## src/logic/dcac_pkg.sv

```systemverilog
// dcac_pkg: register map, field layout, reset values and bus types of the dma channel
package dcac_pkg;
    localparam int ADDR_W = 8;

    localparam logic [7:0] OFS_CTRL = 8'h00;
    localparam logic [7:0] OFS_SRC = 8'h04;
    localparam logic [7:0] OFS_DST = 8'h08;
    localparam logic [7:0] OFS_CNT = 8'h0C;
    localparam logic [7:0] OFS_PTR = 8'h10;
    localparam logic [7:0] OFS_LSRC = 8'h14;

    localparam logic [31:0] RST_ADDR = 32'h4000_0000;
    localparam logic [15:0] RST_CNT = 16'h0000;
    localparam logic [31:0] RST_LSRC = 32'h0FFF_FFFF;
    localparam logic [3:0] RST_PTR = 4'h0;

    localparam int CTL_ON_BIT = 0;
    localparam int CTL_SWRST_BIT = 1;
    localparam int CTL_DIR_LSB = 2;
    localparam int CTL_SRCB_LSB = 4;
    localparam int CTL_DSTB_LSB = 6;
    localparam int CTL_WID_LSB = 19;
    localparam int CTL_TRIG_BIT = 23;
    localparam int CTL_BUSY_BIT = 31;

    localparam logic [1:0] DIR_M2M = 2'h0;
    localparam logic [1:0] DIR_P2M = 2'h1;
    localparam logic [1:0] DIR_M2P = 2'h2;

    localparam logic [1:0] AB_INC = 2'h0;
    localparam logic [1:0] AB_FIX = 2'h2;
    localparam logic [1:0] AB_WRAP = 2'h3;

    localparam logic [1:0] WID_32 = 2'h0;
    localparam logic [1:0] WID_8 = 2'h1;
    localparam logic [1:0] WID_16 = 2'h2;

    localparam logic [1:0] SIZE_BYTE = 2'h0;
    localparam logic [1:0] SIZE_HALF = 2'h1;
    localparam logic [1:0] SIZE_WORD = 2'h2;

    localparam logic [1:0] RESP_OKAY = 2'h0;
    localparam logic [1:0] RESP_SLVERR = 2'h2;

    typedef struct packed {
        logic we;
        logic [31:0] addr;
        logic [1:0] size;
        logic [3:0] strb;
        logic [31:0] wdata;
    } dcac_mem_req_t;
endpackage : dcac_pkg

```

## src/logic/dcac_top.sv

```systemverilog
// dcac_top: one dma channel with its address and count registers and its bus master port
//
// Our own choice: register access over AXI4-Lite.
`timescale 1ns/1ps
// Contract
// - start source address register, 32 bits, read/write, resets to 4000_0000.
// - start destination address register, 32 bits, read/write, resets to 4000_0000.
// - byte count is 16 low bits, upper bits reserved, resets to zero.
// - each transaction reads source into a 32-bit buffer, then writes destination.
// - read-only 4-bit pointer tracks the buffer byte in use, resets to zero.
// - read-only register shows the live source address of the running transfer.
// - live source address reloads from start address on trigger and on wrap.
// - 2-bit direction: 00 mem-to-mem, 01 periph-to-mem, 10 mem-to-periph.
// - wrapped mode reloads addresses and count at zero and restarts until disabled.
// - live byte count loads from programmed count on trigger and on wrap.
module dcac_top #(
    parameter int ADDR_W = dcac_pkg::ADDR_W
) (
    input wire logic clk_i,
    input wire logic rstn_i,
    input wire logic s_axi_awvalid_i,
    output logic s_axi_awready_o,
    input wire logic [ADDR_W-1:0] s_axi_awaddr_i,
    input wire logic [2:0] s_axi_awprot_i,
    input wire logic s_axi_wvalid_i,
    output logic s_axi_wready_o,
    input wire logic [31:0] s_axi_wdata_i,
    input wire logic [3:0] s_axi_wstrb_i,
    output logic s_axi_bvalid_o,
    input wire logic s_axi_bready_i,
    output logic [1:0] s_axi_bresp_o,
    input wire logic s_axi_arvalid_i,
    output logic s_axi_arready_o,
    input wire logic [ADDR_W-1:0] s_axi_araddr_i,
    input wire logic [2:0] s_axi_arprot_i,
    output logic s_axi_rvalid_o,
    input wire logic s_axi_rready_i,
    output logic [31:0] s_axi_rdata_o,
    output logic [1:0] s_axi_rresp_o,
    output logic mem_req_valid_o,
    output dcac_pkg::dcac_mem_req_t mem_req_o,
    input wire logic mem_ack_i,
    input wire logic [31:0] mem_rdata_i
);
    typedef enum logic [1:0] {ST_IDLE, ST_READ, ST_WRITE} dcac_state_t;

    dcac_state_t state, next_state;
    logic ch_on, next_ch_on;
    logic [1:0] dir, next_dir, srcb, next_srcb, dstb, next_dstb, wid, next_wid;
    logic [31:0] src, next_src, dst, next_dst, lsrc, next_lsrc, ldst, next_ldst;
    logic [15:0] cnt, next_cnt, lcnt, next_lcnt;
    logic [3:0] ptr, next_ptr;
    logic [2:0] fill, next_fill;
    logic [31:0] sbuf, next_sbuf;
    logic req_valid, next_req_valid;
    dcac_pkg::dcac_mem_req_t req, next_req;

    logic wr_en, wr_ok, rd_ok, trigger, swrst;
    logic [ADDR_W-1:0] wr_addr, rd_addr;
    logic [31:0] wr_data, rd_data;
    logic [3:0] wr_strb;
    logic [2:0] unit, rb, wb, rem;
    logic [31:0] ctrl_view;
    logic wrap_any, end_read;

    function automatic logic [31:0] merge(input logic [31:0] old, input logic [31:0] val,
                                          input logic [3:0] strb);
        logic [31:0] res;
        res = old;
        for (int i = 0; i < 4; i++) begin
            if (strb[i]) begin
                res[i*8 +: 8] = val[i*8 +: 8];
            end
        end
        return res;
    endfunction : merge
    function automatic logic [2:0] wid_bytes(input logic [1:0] w);
        case (w)
            dcac_pkg::WID_8: return 3'h1;
            dcac_pkg::WID_16: return 3'h2;
            default: return 3'h4;
        endcase
    endfunction : wid_bytes
    function automatic logic [1:0] wid_size(input logic [1:0] w);
        case (w)
            dcac_pkg::WID_8: return dcac_pkg::SIZE_BYTE;
            dcac_pkg::WID_16: return dcac_pkg::SIZE_HALF;
            default: return dcac_pkg::SIZE_WORD;
        endcase
    endfunction : wid_size
    function automatic logic [3:0] lane_mask(input logic [2:0] n);
        return 4'(4'hF >> (3'h4 - n));
    endfunction : lane_mask
    function automatic logic [31:0] step(input logic [31:0] a, input logic [1:0] beh,
                                         input logic [2:0] n);
        return (beh == dcac_pkg::AB_FIX) ? a : a + 32'(n);
    endfunction : step
    dcac_axil_slave #(.ADDR_W(ADDR_W)) i_dcac_axil_slave (
        .clk_i(clk_i), .rstn_i(rstn_i),
        .s_axi_awvalid_i(s_axi_awvalid_i), .s_axi_awready_o(s_axi_awready_o),
        .s_axi_awaddr_i(s_axi_awaddr_i), .s_axi_wvalid_i(s_axi_wvalid_i),
        .s_axi_wready_o(s_axi_wready_o), .s_axi_wdata_i(s_axi_wdata_i),
        .s_axi_wstrb_i(s_axi_wstrb_i), .s_axi_bvalid_o(s_axi_bvalid_o),
        .s_axi_bready_i(s_axi_bready_i), .s_axi_bresp_o(s_axi_bresp_o),
        .s_axi_arvalid_i(s_axi_arvalid_i), .s_axi_arready_o(s_axi_arready_o),
        .s_axi_araddr_i(s_axi_araddr_i), .s_axi_rvalid_o(s_axi_rvalid_o),
        .s_axi_rready_i(s_axi_rready_i), .s_axi_rdata_o(s_axi_rdata_o),
        .s_axi_rresp_o(s_axi_rresp_o), .wr_en_o(wr_en), .wr_addr_o(wr_addr),
        .wr_data_o(wr_data), .wr_strb_o(wr_strb), .wr_ok_i(wr_ok),
        .rd_addr_o(rd_addr), .rd_data_i(rd_data), .rd_ok_i(rd_ok)
    );
    assign mem_req_valid_o = req_valid;
    assign mem_req_o = req;
    assign wrap_any = (srcb == dcac_pkg::AB_WRAP) || (dstb == dcac_pkg::AB_WRAP);
    // register view and address decode
    always_comb begin
        ctrl_view = 32'h0000_0000;
        ctrl_view[dcac_pkg::CTL_ON_BIT] = ch_on;
        ctrl_view[dcac_pkg::CTL_DIR_LSB +: 2] = dir;
        ctrl_view[dcac_pkg::CTL_SRCB_LSB +: 2] = srcb;
        ctrl_view[dcac_pkg::CTL_DSTB_LSB +: 2] = dstb;
        ctrl_view[dcac_pkg::CTL_WID_LSB +: 2] = wid;
        ctrl_view[dcac_pkg::CTL_BUSY_BIT] = (state != ST_IDLE);
        rd_ok = 1'b1;
        case ({rd_addr[ADDR_W-1:2], 2'b00})
            ADDR_W'(dcac_pkg::OFS_CTRL): rd_data = ctrl_view;
            ADDR_W'(dcac_pkg::OFS_SRC): rd_data = src;
            ADDR_W'(dcac_pkg::OFS_DST): rd_data = dst;
            ADDR_W'(dcac_pkg::OFS_CNT): rd_data = {16'h0000, cnt};
            ADDR_W'(dcac_pkg::OFS_PTR): rd_data = {28'h000_0000, ptr};
            ADDR_W'(dcac_pkg::OFS_LSRC): rd_data = lsrc;
            default: begin
                rd_data = 32'h0000_0000;
                rd_ok = 1'b0;
            end
        endcase
        case ({wr_addr[ADDR_W-1:2], 2'b00})
            ADDR_W'(dcac_pkg::OFS_CTRL), ADDR_W'(dcac_pkg::OFS_SRC),
            ADDR_W'(dcac_pkg::OFS_DST), ADDR_W'(dcac_pkg::OFS_CNT),
            ADDR_W'(dcac_pkg::OFS_PTR), ADDR_W'(dcac_pkg::OFS_LSRC): wr_ok = 1'b1;
            default: wr_ok = 1'b0;
        endcase
    end
    // register writes and the transfer engine share one next-value process
    always_comb begin
        next_state = state;
        next_ch_on = ch_on;
        next_dir = dir;
        next_srcb = srcb;
        next_dstb = dstb;
        next_wid = wid;
        next_src = src;
        next_dst = dst;
        next_cnt = cnt;
        next_lsrc = lsrc;
        next_ldst = ldst;
        next_lcnt = lcnt;
        next_ptr = ptr;
        next_fill = fill;
        next_sbuf = sbuf;
        trigger = 1'b0;
        swrst = 1'b0;
        end_read = 1'b0;
        unit = (dir == dcac_pkg::DIR_P2M || dir == dcac_pkg::DIR_M2P) ? wid_bytes(wid) : 3'h4;
        rb = (dir == dcac_pkg::DIR_P2M) ? unit : 3'h4;
        if (lcnt < 16'(rb)) begin
            rb = lcnt[2:0];
        end
        rem = fill - ptr[2:0];
        wb = (dir != dcac_pkg::DIR_M2P) ? fill : (unit < rem) ? unit : rem;

        if (wr_en) begin
            // pointer and live source offsets decode but never store
            case ({wr_addr[ADDR_W-1:2], 2'b00})
                ADDR_W'(dcac_pkg::OFS_CTRL): begin
                    if (wr_strb[0]) begin
                        next_ch_on = wr_data[dcac_pkg::CTL_ON_BIT];
                        swrst = wr_data[dcac_pkg::CTL_SWRST_BIT];
                        next_dir = wr_data[dcac_pkg::CTL_DIR_LSB +: 2];
                        next_srcb = wr_data[dcac_pkg::CTL_SRCB_LSB +: 2];
                        next_dstb = wr_data[dcac_pkg::CTL_DSTB_LSB +: 2];
                    end
                    if (wr_strb[2]) begin
                        next_wid = wr_data[dcac_pkg::CTL_WID_LSB +: 2];
                        trigger = wr_data[dcac_pkg::CTL_TRIG_BIT];
                    end
                end
                ADDR_W'(dcac_pkg::OFS_SRC): next_src = merge(src, wr_data, wr_strb);
                ADDR_W'(dcac_pkg::OFS_DST): next_dst = merge(dst, wr_data, wr_strb);
                ADDR_W'(dcac_pkg::OFS_CNT): begin
                    next_cnt = 16'(merge({16'h0000, cnt}, wr_data, wr_strb));
                end
                default: ;
            endcase
        end
        case (state)
            ST_IDLE: begin
                if (trigger && next_ch_on && next_cnt != 16'h0000) begin
                    next_lsrc = next_src;
                    next_ldst = next_dst;
                    next_lcnt = next_cnt;
                    next_ptr = 4'h0;
                    next_fill = 3'h0;
                    next_state = ST_READ;
                end
            end
            ST_READ: begin
                if (mem_ack_i) begin
                    next_lsrc = step(lsrc, srcb, rb);
                    next_lcnt = lcnt - 16'(rb);
                    if (dir == dcac_pkg::DIR_P2M) begin
                        for (int i = 0; i < 4; i++) begin
                            if (i >= int'(ptr) && i < int'(ptr) + int'(rb)) begin
                                next_sbuf[i*8 +: 8] = mem_rdata_i[(i - int'(ptr))*8 +: 8];
                            end
                        end
                        next_ptr = ptr + 4'(rb);
                        next_fill = fill + rb;
                        if (next_ptr == 4'h4 || next_lcnt == 16'h0000) begin
                            next_state = ST_WRITE;
                        end
                    end else begin
                        next_sbuf = mem_rdata_i;
                        next_ptr = 4'h0;
                        next_fill = rb;
                        next_state = ST_WRITE;
                    end
                    // a disabled channel drops what sits in the buffer
                    if (!ch_on) begin
                        next_state = ST_IDLE;
                    end
                end
            end
            ST_WRITE: begin
                if (mem_ack_i) begin
                    next_ldst = step(ldst, dstb, wb);
                    if (dir == dcac_pkg::DIR_M2P && ptr[2:0] + wb < fill) begin
                        next_ptr = ptr + 4'(wb);
                    end else begin
                        end_read = 1'b1;
                        next_ptr = 4'h0;
                        next_fill = 3'h0;
                    end
                end
                if (end_read) begin
                    if (!ch_on) begin
                        next_state = ST_IDLE;
                    end else if (lcnt != 16'h0000) begin
                        next_state = ST_READ;
                    end else if (wrap_any) begin
                        next_lsrc = src;
                        next_ldst = dst;
                        next_lcnt = cnt;
                        next_state = (cnt != 16'h0000) ? ST_READ : ST_IDLE;
                    end else begin
                        next_state = ST_IDLE;
                    end
                end
            end
            default: next_state = ST_IDLE;
        endcase
        // engine reset clears the enable bit and keeps the other programmed values
        if (swrst) begin
            next_ch_on = 1'b0;
            next_state = ST_IDLE;
            next_ptr = 4'h0;
            next_fill = 3'h0;
        end
    end

    // bus master request is built from next values so it leaves a flip-flop
    always_comb begin
        next_req = '0;
        next_req_valid = (next_state != ST_IDLE);
        if (next_state == ST_READ) begin
            next_req.addr = next_lsrc;
            next_req.size = (next_dir == dcac_pkg::DIR_P2M) ? wid_size(next_wid)
                                                             : dcac_pkg::SIZE_WORD;
        end else if (next_state == ST_WRITE) begin
            next_req.we = 1'b1;
            next_req.addr = next_ldst;
            if (next_dir == dcac_pkg::DIR_M2P) begin
                next_req.size = wid_size(next_wid);
                next_req.wdata = next_sbuf >> {next_ptr, 3'b000};
                next_req.strb = lane_mask(wid_bytes(next_wid));
            end else begin
                next_req.size = dcac_pkg::SIZE_WORD;
                next_req.wdata = next_sbuf;
                next_req.strb = lane_mask(next_fill);
            end
        end
    end

    always_ff @(posedge clk_i or negedge rstn_i) begin
        if (!rstn_i) begin
            state <= ST_IDLE;
            ch_on <= 1'b0;
            dir <= dcac_pkg::DIR_M2M;
            srcb <= dcac_pkg::AB_INC;
            dstb <= dcac_pkg::AB_INC;
            wid <= dcac_pkg::WID_32;
            src <= dcac_pkg::RST_ADDR;
            dst <= dcac_pkg::RST_ADDR;
            cnt <= dcac_pkg::RST_CNT;
            lsrc <= dcac_pkg::RST_LSRC;
            ldst <= dcac_pkg::RST_LSRC;
            lcnt <= dcac_pkg::RST_CNT;
            ptr <= dcac_pkg::RST_PTR;
            fill <= 3'h0;
            sbuf <= 32'h0000_0000;
            req_valid <= 1'b0;
            req <= '0;
        end else begin
            state <= next_state;
            ch_on <= next_ch_on;
            dir <= next_dir;
            srcb <= next_srcb;
            dstb <= next_dstb;
            wid <= next_wid;
            src <= next_src;
            dst <= next_dst;
            cnt <= next_cnt;
            lsrc <= next_lsrc;
            ldst <= next_ldst;
            lcnt <= next_lcnt;
            ptr <= next_ptr;
            fill <= next_fill;
            sbuf <= next_sbuf;
            req_valid <= next_req_valid;
            req <= next_req;
        end
    end
endmodule : dcac_top

```

## src/logic/dcac_axil_slave.sv

```systemverilog
// dcac_axil_slave: axi4-lite register port turning bus traffic into write pulses and read lookups
`timescale 1ns/1ps
module dcac_axil_slave #(
    parameter int ADDR_W = dcac_pkg::ADDR_W
) (
    input wire logic clk_i,
    input wire logic rstn_i,
    input wire logic s_axi_awvalid_i,
    output logic s_axi_awready_o,
    input wire logic [ADDR_W-1:0] s_axi_awaddr_i,
    input wire logic s_axi_wvalid_i,
    output logic s_axi_wready_o,
    input wire logic [31:0] s_axi_wdata_i,
    input wire logic [3:0] s_axi_wstrb_i,
    output logic s_axi_bvalid_o,
    input wire logic s_axi_bready_i,
    output logic [1:0] s_axi_bresp_o,
    input wire logic s_axi_arvalid_i,
    output logic s_axi_arready_o,
    input wire logic [ADDR_W-1:0] s_axi_araddr_i,
    output logic s_axi_rvalid_o,
    input wire logic s_axi_rready_i,
    output logic [31:0] s_axi_rdata_o,
    output logic [1:0] s_axi_rresp_o,
    output logic wr_en_o,
    output logic [ADDR_W-1:0] wr_addr_o,
    output logic [31:0] wr_data_o,
    output logic [3:0] wr_strb_o,
    input wire logic wr_ok_i,
    output logic [ADDR_W-1:0] rd_addr_o,
    input wire logic [31:0] rd_data_i,
    input wire logic rd_ok_i
);
    logic aw_held, next_aw_held;
    logic w_held, next_w_held;
    logic [ADDR_W-1:0] aw_addr, next_aw_addr;
    logic [31:0] w_data, next_w_data;
    logic [3:0] w_strb, next_w_strb;
    logic bvalid, next_bvalid;
    logic [1:0] bresp, next_bresp;
    logic rvalid, next_rvalid;
    logic [31:0] rdata, next_rdata;
    logic [1:0] rresp, next_rresp;

    if (ADDR_W < 5) begin : g_bad_width
        $error("dcac_axil_slave: ADDR_W too small for the register map");
    end

    // address and data are latched apart, so either may come first
    assign s_axi_awready_o = !aw_held && !bvalid;
    assign s_axi_wready_o = !w_held && !bvalid;
    assign s_axi_arready_o = !rvalid;
    assign s_axi_bvalid_o = bvalid;
    assign s_axi_bresp_o = bresp;
    assign s_axi_rvalid_o = rvalid;
    assign s_axi_rdata_o = rdata;
    assign s_axi_rresp_o = rresp;
    assign wr_en_o = aw_held && w_held && !bvalid;
    assign wr_addr_o = aw_addr;
    assign wr_data_o = w_data;
    assign wr_strb_o = w_strb;
    assign rd_addr_o = s_axi_araddr_i;

    always_comb begin
        next_aw_held = aw_held;
        next_w_held = w_held;
        next_aw_addr = aw_addr;
        next_w_data = w_data;
        next_w_strb = w_strb;
        next_bvalid = bvalid;
        next_bresp = bresp;
        next_rvalid = rvalid;
        next_rdata = rdata;
        next_rresp = rresp;
        if (s_axi_awvalid_i && s_axi_awready_o) begin
            next_aw_held = 1'b1;
            next_aw_addr = s_axi_awaddr_i;
        end
        if (s_axi_wvalid_i && s_axi_wready_o) begin
            next_w_held = 1'b1;
            next_w_data = s_axi_wdata_i;
            next_w_strb = s_axi_wstrb_i;
        end
        if (wr_en_o) begin
            next_aw_held = 1'b0;
            next_w_held = 1'b0;
            next_bvalid = 1'b1;
            next_bresp = wr_ok_i ? dcac_pkg::RESP_OKAY : dcac_pkg::RESP_SLVERR;
        end else if (bvalid && s_axi_bready_i) begin
            next_bvalid = 1'b0;
        end
        if (s_axi_arvalid_i && s_axi_arready_o) begin
            next_rvalid = 1'b1;
            next_rdata = rd_ok_i ? rd_data_i : 32'h0000_0000;
            next_rresp = rd_ok_i ? dcac_pkg::RESP_OKAY : dcac_pkg::RESP_SLVERR;
        end else if (rvalid && s_axi_rready_i) begin
            next_rvalid = 1'b0;
        end
    end

    always_ff @(posedge clk_i or negedge rstn_i) begin
        if (!rstn_i) begin
            aw_held <= 1'b0;
            w_held <= 1'b0;
            aw_addr <= '0;
            w_data <= 32'h0000_0000;
            w_strb <= 4'h0;
            bvalid <= 1'b0;
            bresp <= 2'h0;
            rvalid <= 1'b0;
            rdata <= 32'h0000_0000;
            rresp <= 2'h0;
        end else begin
            aw_held <= next_aw_held;
            w_held <= next_w_held;
            aw_addr <= next_aw_addr;
            w_data <= next_w_data;
            w_strb <= next_w_strb;
            bvalid <= next_bvalid;
            bresp <= next_bresp;
            rvalid <= next_rvalid;
            rdata <= next_rdata;
            rresp <= next_rresp;
        end
    end
endmodule : dcac_axil_slave

```

## config.mk

```make
export PLATFORM = sky130hd
export DESIGN_NAME = dcac_top
export DESIGN_NICKNAME = d
export VERILOG_FILES = /design/src/logic/dcac_pkg.sv /design/src/logic/dcac_top.sv /design/src/logic/dcac_axil_slave.sv
export SDC_FILE = /design/constraint.sdc
export NUM_CORES = 1
export LEC_CHECK = 0
export ABC_CLOCK_PERIOD_IN_PS = 10660
export BUFFER_PORTS_ARGS = -buffer_cell sky130_fd_sc_hd__buf_2
export CORE_ASPECT_RATIO = 1.25
export CORE_MARGIN = 2
export CORE_UTILIZATION = 55
export DETAILED_ROUTE_END_ITERATION = 10
export PLACE_DENSITY = 0.75
export SLEW_MARGIN = 40
export SYNTH_ARGS = -nofsm -noshare
export SYNTH_HDL_FRONTEND = slang
export SYNTH_SLANG_ARGS = --single-unit
```

## constraint.sdc

```tcl
create_clock -name clk_i -period 10.66 [get_ports clk_i]
set_input_delay 0.533 -clock clk_i [delete_from_list [all_inputs] [get_ports clk_i]]
set_output_delay 0.533 -clock clk_i [all_outputs]
set_load 0.02 [all_outputs]
```

# After elaboration in Yosys (flattened, before gate mapping)
# Index checks and enable logic that the tools add are counted.
[totals]
romBits = 0
input_bits = 98
reg_bits = 366
out_inout_bits = 113
ram_bits = 0
n_memories = 0
latch_bits = 0
[op_classes]
reduce_logical = 41
n_shift = 7
order_cmp = 11
mux = 122
add_sub_neg = 15
n_div = 0
multipliers = 0
bitwise = 0
n_eq_ne = 34
[ops]
columns = ["cell", "count"]
rows = [
  ["$mux W32", 22],
  ["$pmux W32 S6", 1],
  ["$mux W16", 8],
  ["$shiftx A32 B8 Y8", 4],
  ["$mux W8", 14],
  ["$pmux W32 S3", 1],
  ["$mux W71", 1],
  ["$add A32 B3 Y32", 2],
  ["$pmux W32 S2", 1],
  ["$pmux W16 S3", 1],
  ["$reduce_bool A16 Y1", 3],
  ["$mux W3", 14],
  ["$mux W38", 1],
  ["$mux W36", 1],
  ["$mux W34", 1],
  ["$lt A1 B32 Y1 const A", 1],
  ["$lt A2 B32 Y1 const A", 1],
  ["$lt A3 B32 Y1 const A", 1],
  ["$mux W2", 16],
  ["$shr A32 B7 Y32", 1],
  ["$mux W1", 28],
  ["$eq A6 B2 Y1 const B", 4],
  ["$eq A6 B3 Y1 const B", 4],
  ["$mux W4", 6],
  ["other kinds (35)", 93],
]

# Logic depth before layout (Yosys ltp)
# Gate-level depths: netlist of run 1.
[logic_depth]
depth_word = 23
depth_mapped = 28
ltp_nobuf = 26

# Modules after synthesis
# From an unflattened synthesis of run 1, not the netlist that was laid out.
[unflattened]
cells_unflattened = 2223
area_unflattened_um2 = 22001.1
[modules_own_cells]
columns = ["module", "area_per_inst_um2", "n_inst", "cells_per_inst"]
rows = [
  ["dcac_top", 18446.4, 1, 1958],
  ["dcac_axil_slave", 3554.7, 1, 265],
]

# Least setup slack after synthesis of run 1
# Ideal clock, no wire load.
[synth_path]
kind = "reg-to-reg"
from = "reg dir[1]"
to = "reg req, in the netlist mem_req_o[10]"
synth_period_minus_slack_ns = 5.540
arrival_ns = 5.436
setup_ns = 0.104
required_ns = 10.556
slack_ns = 5.120
stages_incl_launch_ff = 24
cell_sequence = "dfrtp_1 -> inv_1 -> ha_1 -> clkbuf_1 -> clkbuf_1 -> nand2_1 -> ha_1 -> a21o_1 -> a211oi_1 -> nand2_1 -> o21ai_0 -> ha_1 -> inv_1 -> fa_1 -> a211oi_1 -> xor2_1 -> nor4_1 -> nand3_1 -> o211a_1 -> o31ai_1 -> nand2_1 -> buf_2 -> buf_2 -> a221oi_1"
[synth_lines]
columns = ["element", "line", "source"]
rows = [
  ["from (decl)", "dcac_top.sv:49", "logic [1:0] dir, next_dir, srcb, next_srcb, dstb, next_dstb, wid, next_wid;"],
  ["from (signal assigned)", "dcac_top.sv:298", "dir <= dcac_pkg::DIR_M2M;"],
  ["from (signal assigned)", "dcac_top.sv:316", "dir <= next_dir;"],
  ["to (signal assigned)", "dcac_top.sv:330", "req <= next_req;"],
  ["to (decl)", "dcac_top.sv:56", "dcac_pkg::dcac_mem_req_t req, next_req;"],
]

==> reports/metrics.yaml, run 1 <==
status: "finished clean"
finish.utilization: 0.631
syn_to_final_growth_pct: 13.5
slew_violations: 0
initial_core_util: 0.556
ant_nets: 0
post_dp_cell_area_um2: 22700
synth_area_um2: 21200
grt_usage: 0.376
rrSetupSlack_ps: 3520
root_buffer: "clkbuf_16"
die_w_um: 179
ctsHoldBuffers: 0
fin_worst_skew_ps: 17.7
period_minus_slack_ps: 7140
critPathLaunch: "fill[0]"
rsz0062_at_grt: "no"
hold_path_class: "input pin to asynchronous set/reset pin"
setup_viol: 0
max_stage_delay_ps: 780
wl_per_cell_um: 27.7
core_um2: 38000
max_freq_mhz: 140
drt-total-wl_mm: 76.7
slew_headroom: 0.360
htreeDepth: 2
grt.overflow.total: 0
cellLeakagePower_nw: 10.9
r2r-end: "mem_req_o[14]"
synth_ff_type: "dfrtp_1"
gp_congestion: 1.04
crit_required_ps: 11070
worstPathArrival_ps: 7550
cts_setup_buffers: 0
synth_edf_count: 0
ios: 211
post_drt_via_cell_ratio: 6.99
vias: 19400
crit_type: "flip-flop to flip-flop"
drtIter0Drc: 2505
timing.rr.start: "fill[0]"
fin_cells: 2772
fp.dieH_um: 223
nNetsFinal: 2400
cts_buffers: 38
dr.pass1.iters: 7
ir_drop_mv: 0.132
dp_cells: 2701
drive_gt1_frac: 0.262
clkTransAtPathRegs_ps: 60
insertion_delay_ps: 550
grt_pass1_vias: 19200
syn_avg_cell_area_um2: 10.1
crit_path_end_kind: "flip-flop"
die_area_um2: 40100
hpwl_mm: 52.8
stdcell_area_um2: 24000
hold_viol: 0
crit_path_max_fanout: 37
worstMarginPinSlew_ps: 950
crit_end: "mem_req_o[14]"
clockBufferDepth: 3
clock_sinks: 362
finalSetupTns_ps: 0
finalCritPeriodShare: 0.670
synth-seq-area-share: 0.432
slowest_stage: "nor4_4"
startpoint_type: "flip-flop"
synth_cell_types: 93
synth-seq-cells: 362
syn-instance-count: 2103
antenna_found_initial: 2
cts_resized: 0
drc: 0
cts_tree: "built"
ys_async_sr_fraction: 1.00
rr_worst_depth: 25
rows: 80
cellPowerDensity_nw_per_um2: 196
grt_pass1_wl_mm: 115
whs_ps: 4.66
drv_cap: 0
portBuffers: 198
grt_max_degree: 91
yosys_warnings: 0
-- Yosys cell counts, types with 10 or more instances --
library cell / instances / area (um^2)
and3_1: 26 / 163
nor2_1: 99 / 372
nand2b_1: 11 / 68.8
a221oi_1: 36 / 315
a222oi_1: 44 / 440
mux4_2: 32 / 721
mux2i_1: 41 / 410
o21ai_0: 119 / 596
ha_1: 45 / 563
nand2_1: 247 / 927
a22o_1: 42 / 368
o31ai_1: 10 / 75.1
or4_1: 11 / 82.6
xor2_1: 28 / 245
buf_1: 10 / 37.5
nand3_1: 49 / 245
buf_2: 18 / 90.1
nor3b_1: 13 / 97.6
a22oi_1: 17 / 128
a31oi_1: 35 / 219
or2_2: 11 / 68.8
a221o_1: 26 / 260
a21oi_1: 94 / 470
dfstp_2: 58 / 1520
a211o_1: 12 / 105
dfrtp_1: 304 / 7610
xnor2_1: 13 / 114
and2_1: 10 / 62.6
a211oi_1: 14 / 105
nor3_1: 39 / 195
nor4_1: 14 / 87.6
nand4_1: 25 / 156
clkbuf_1: 93 / 349
nor2b_1: 17 / 106
mux2_2: 139 / 1570
a21o_1: 33 / 248
o211ai_1: 29 / 218
inv_1: 90 / 338
-- placed cells by master (no fill, tap or decap), types with 25 or more instances in the layout --
cell,Yosys,routed
nand2_1,247,247
a222oi_1,44,44
dfrtp_1,304,303
mux2i_1,41,41
nor3_1,39,37
buf_4,5,31
nand3_1,49,48
a21oi_1,94,92
buf_2,18,197
a22o_1,42,42
a21o_1,33,31
o21ai_0,119,115
o211ai_1,29,29
inv_1,90,88
a221oi_1,36,36
a221o_1,26,26
and3_1,26,26
clkbuf_16,0,39
dfstp_2,58,58
mux2_2,139,139
xor2_1,28,28
a31oi_1,35,35
mux4_2,32,32
ha_1,45,43
nor2_1,99,91
nand4_1,25,25
-- critical path, delay by kind of cell (launching register included) --
family                   cells  cell delay, ps
flip-flops                   1             450
AND/OR/NAND/NOR              5            1320
buffers and inverters        5             630
adder cells (fa/ha/maj)      6            1860
XOR/XNOR                     1             170
AO/OA/AOI/OAI                8            2560
-- per-layer routing --
layer | track usage | routed length [um]
met1 | 0.441 | 26400
met2 | 0.594 | 35500
met3 | 0.0836 | 7150
met4 | 0.311 | 7550
met5 | 0 | 27
-- where the power goes --
part	internal [W]	leakage [nW]	switching, W
sequential	0.00164	4.68	0.000404
clock	0.000832	0.649	0.000578
combinational	0.000512	5.53	0.000749
-- state kept, by name, indices dropped and copies added (netlist names), 2 cells and up --
| register | count |
|---|---|
| dst | 32 |
| state | 2 |
| srcb | 2 |
| mem_req_o | 71 |
| i_dcac_axil_slave.s_axi_rdata_o | 32 |
| ldst | 32 |
| dir | 2 |
| src | 32 |
| lcnt | 16 |
| lsrc | 32 |
| i_dcac_axil_slave.wr_strb_o | 4 |
| ptr | 4 |
| wid | 2 |
| cnt | 16 |
| sbuf | 32 |
| fill | 3 |
| i_dcac_axil_slave.wr_data_o | 32 |
| i_dcac_axil_slave.wr_addr_o | 6 |
| dstb | 2 |
-- final cells by class --
cell class | instances | area (um^2)
fillers | 3166 | 14000
multi-input cells | 1521 | 11300
flip-flops and latches | 362 | 9130
repair buffers | 235 | 1310
clock buffers | 54 | 1120
well taps | 492 | 616
inverters | 92 | 348
clock inverters | 15 | 185
diodes | 1 | 2.50
-- per-stage QoR --
stage / power (W) / setup slack (ps)
finish: 0.00471 / 3520
global route: 0.00488 / 3150
CTS: 0.00465 / 3660
detailed placement: 0.00325 / 3680
global placement: 0.00319 / 3290
floorplan: 0.00271 / 5120
-- cells by family (layout without fill, tap and decap cells) --
| logic type | after synthesis | in the layout | synth area share |
|---|---|---|---|
| buffers and inverters | 221 | 396 | 0.0421 |
| XOR/XNOR | 41 | 41 | 0.0170 |
| AND/OR/NAND/NOR | 613 | 613 | 0.142 |
| other | 1 | 3 | 0.000177 |
| multiplexers | 214 | 214 | 0.129 |
| adder cells (fa/ha/maj) | 52 | 52 | 0.0332 |
| AO/OA/AOI/OAI | 599 | 599 | 0.205 |
| flip-flops | 362 | 362 | 0.432 |
-- worst min-delay path by stage --
stage	slack, ps	to	cells after the start
2_1_floorplan	240	ch_on	0
3_3_place_gp	460	i_dcac_axil_slave.s_axi_rdata_o[8]	1
3_5_place_dp	460	i_dcac_axil_slave.s_axi_rdata_o[13]	1
4_1_cts	30	i_dcac_axil_slave.wr_data_o[20]	1
5_1_grt	50	i_dcac_axil_slave.wr_data_o[31]	1
6_report	5	i_dcac_axil_slave.wr_data_o[20]	1
No activity file was read; power rests on OpenSTA's default activity.
==> inputs of run 2 (changes only) <==
ABC_AREA = 1   (was default)
ABC_CLOCK_PERIOD_IN_PS = 6640   (was 10660)
clock period = 6.64 ns   (was 10.66 ns; I/O delays follow)
==> run 2 against run 1 <==
Net effect:
- register-to-register slack got worse by 2800 ps
- maximum frequency increased by 20%
- final cell count grew 34%
- global-route usage up 3.4 points
- core utilization shrank 0.17 points
- count of clock-buffer cells in the layout did not move
- sequential share of layout area shrank 2.0 points
- first-iteration DRC count decreased by 13%
- combinational power grew to 5.2 times the previous value
- total power grew to 2.7 times the previous value
- worst setup slack got worse by 2800 ps
- synthesized area up 6.0%
==> reports/metrics.yaml, run 2 <==
status: "finished clean"
cts_setup_buffers: 0  # unchanged
stdcell_area_um2: 25300  # +5.4%
cts_buffers: 40  # +5.3%
wl_per_cell_um: 23.4  # -15%
worstMarginPinSlew_ps: 942  # -8.82 ps
period_minus_slack_ps: 5940  # -1200 ps
ant_nets: 0  # unchanged
crit_required_ps: 7120  # -3950 ps
crit_path_max_fanout: 34  # -8.1%
startpoint_type: "flip-flop"
worstPathArrival_ps: 6420  # -1130 ps
yosysTopAreaCell: "dfrtp_1"
nNetsFinal: 3284  # +37%
pre_cts_slack_ps: 811  # -2870 ps
crit_type: "flip-flop to flip-flop"
ctsHoldBuffers: 3  # +3
fin_worst_skew_ps: 18.0  # +0.286 ps
final_common_cell: "nand2_1"
synth-seq-cells: 362  # unchanged
synth_cell_types: 55  # -41%
slowest_stage: "dfrtp_1"
antennaDiodeCount: 0  # -1
cellLeakagePower_nw: 12.7  # +17%
rows: 82  # +2.5%
synth_area_um2: 22400  # +6.0%
final_cell_mix: "nand2_1 (695), inv_1 (339), dfrtp_1 (303), o21ai_0 (267), nor2_1 (265)"
synth_edf_count: 0  # unchanged
hold_viol: 0  # unchanged
ios: 211  # unchanged
hpwl_mm: 62.4  # +18%
slew_violations: 0  # unchanged
vias: 22800  # +18%
cellPowerDensity_nw_per_um2: 499  # +150%
drv_cap: 0  # unchanged
synth_ff_type: "dfrtp_1"
finalSetupTns_ps: 0  # unchanged
synth_common_cells: "nand2_1 (695), inv_1 (341), dfrtp_1 (304)"
yosys_warnings: 0  # unchanged
max_stage_delay_ps: 430  # -350 ps
grt.overflow.total: 0  # unchanged
cp_top_family: "adder cells"
finalCritPeriodShare: 0.895  # +0.225
post_dp_cell_area_um2: 23800  # +5.2%
synthTopCellsByArea: "dfrtp_1 (34%), nand2_1 (12%), dfstp_2 (6.8%), o21ai_0 (6.0%), inv_1 (5.7%)"
die_area_um2: 42400  # +5.9%
syn_to_final_growth_pct: 12.8
finish.utilization: 0.629  # -0.00172
insertion_delay_ps: 560  # about the same
clkTransAtPathRegs_ps: 70  # about the same
cp.buffers_inverters: 8  # +3
drive_gt1_frac: 0.145  # -0.117
slew_headroom: 0.366  # +0.00594
crit_path_end_kind: "flip-flop"
drc: 0  # unchanged
grt_max_degree: 130  # +43%
finalWorstSetupSlack_ps: 696  # -2820 ps
htreeDepth: 2  # unchanged
fp.dieH_um: 230  # +2.9%
syn-instance-count: 3002  # +43%
drtIter0Drc: 2179  # -13%
p_total_w: 0.0126  # +170%
largest_reg_flops: 71  # unchanged
synth_top_cell_area_share: 0.339  # -0.0205
cts_tree: "built"
initial_core_util: 0.558  # +0.00159
post_drt_via_cell_ratio: 6.16  # -12%
gp_congestion: 0.995  # -4.0%
grt_usage: 0.411  # +0.0341
root_buffer: "clkbuf_16"
core_um2: 40200  # +5.7%
cts_resized: 0  # unchanged
grt_pass1_vias: 22400  # +16%
clock_sinks: 362  # unchanged
die_w_um: 185  # +2.9%
synth-seq-area-share: 0.407  # -0.0246
drt-total-wl_mm: 86.9  # +13%
grt_pass1_wl_mm: 131  # +13%
post-synth-top-count-cell: "nand2_1"
max_freq_mhz: 168  # +20%
ir_drop_mv: 0.263  # +99%
setup_viol: 0  # unchanged
portBuffers: 198  # unchanged
clockBufferDepth: 3  # unchanged
hold_path_class: "input pin to flip-flop"
syn_avg_cell_area_um2: 7.47  # -26%
antenna_found_initial: 1  # -1
dr.pass1.iters: 6  # -1
ys_async_sr_fraction: 1.00  # unchanged
rsz0062_at_grt: "no"
==> run 2: final cells by class <==
cell class,count,area (um^2)
clock buffer,54,1150
inverter,362,1360
multi-input combinational,2134,11400
clock inverter,16,225
timing repair buffer,234,1350
sequential,362,9130
tap,546,683
fill,3705,14900
==> run 2: report_power, final <==
group	switching (W)	internal [W]
clock network	0.000974	0.00142
logic	0.00468	0.00187
registers	0.000605	0.00309
==> run 2: final timing paths <==
| path | start | endpoint | slack [ps] | cells after the start |
|---|---|---|---|---|
| min in group asynchronous | rstn_i | i_dcac_axil_slave.wr_data_o[26] | 240 | 2 |
| hold reg to reg | i_dcac_axil_slave.s_axi_rdata_o[29] | i_dcac_axil_slave.s_axi_rdata_o[29] | 470 | 2 |
| max in group asynchronous | rstn_i | ptr[0] | 5300 | 3 |
| setup / recovery | fill[0] | mem_req_o[5] | 700 | 34 |
| hold / removal | s_axi_wdata_i[9] | i_dcac_axil_slave.wr_data_o[9] | 2 | 2 |
| setup reg to reg | fill[0] | mem_req_o[5] | 700 | 34 |
==> run 2: kinds of logic (layout without fill, tap and decap cells) <==
logic type,count (synthesis),count (layout),synth area share
other cells,1,2,0.000167
mux,50,50,0.0243
buf+inv,507,666,0.0880
fa+ha+maj,52,52,0.0314
compound gates,728,728,0.197
simple gates,1266,1266,0.238
xor+xnor,36,36,0.0141
flops,362,362,0.407
==> run 2: metal layers <==
metal	track usage	up-vias	part of all wire
li1	-	10400	-
met2	0.680	1194	0.47
met4	0.406	2	0.12
met3	0.0624	449	0.061
met1	0.439	10800	0.34
met5	0	-	0.00016
==> run 2: through the flow <==
stage               hold WS (ps)  instances
floorplan                   36.4       3003
global placement             431       3634
detailed placement           457       3634
CTS                         3.90       3707
global route                5.76       3708
finish                      2.41       3708
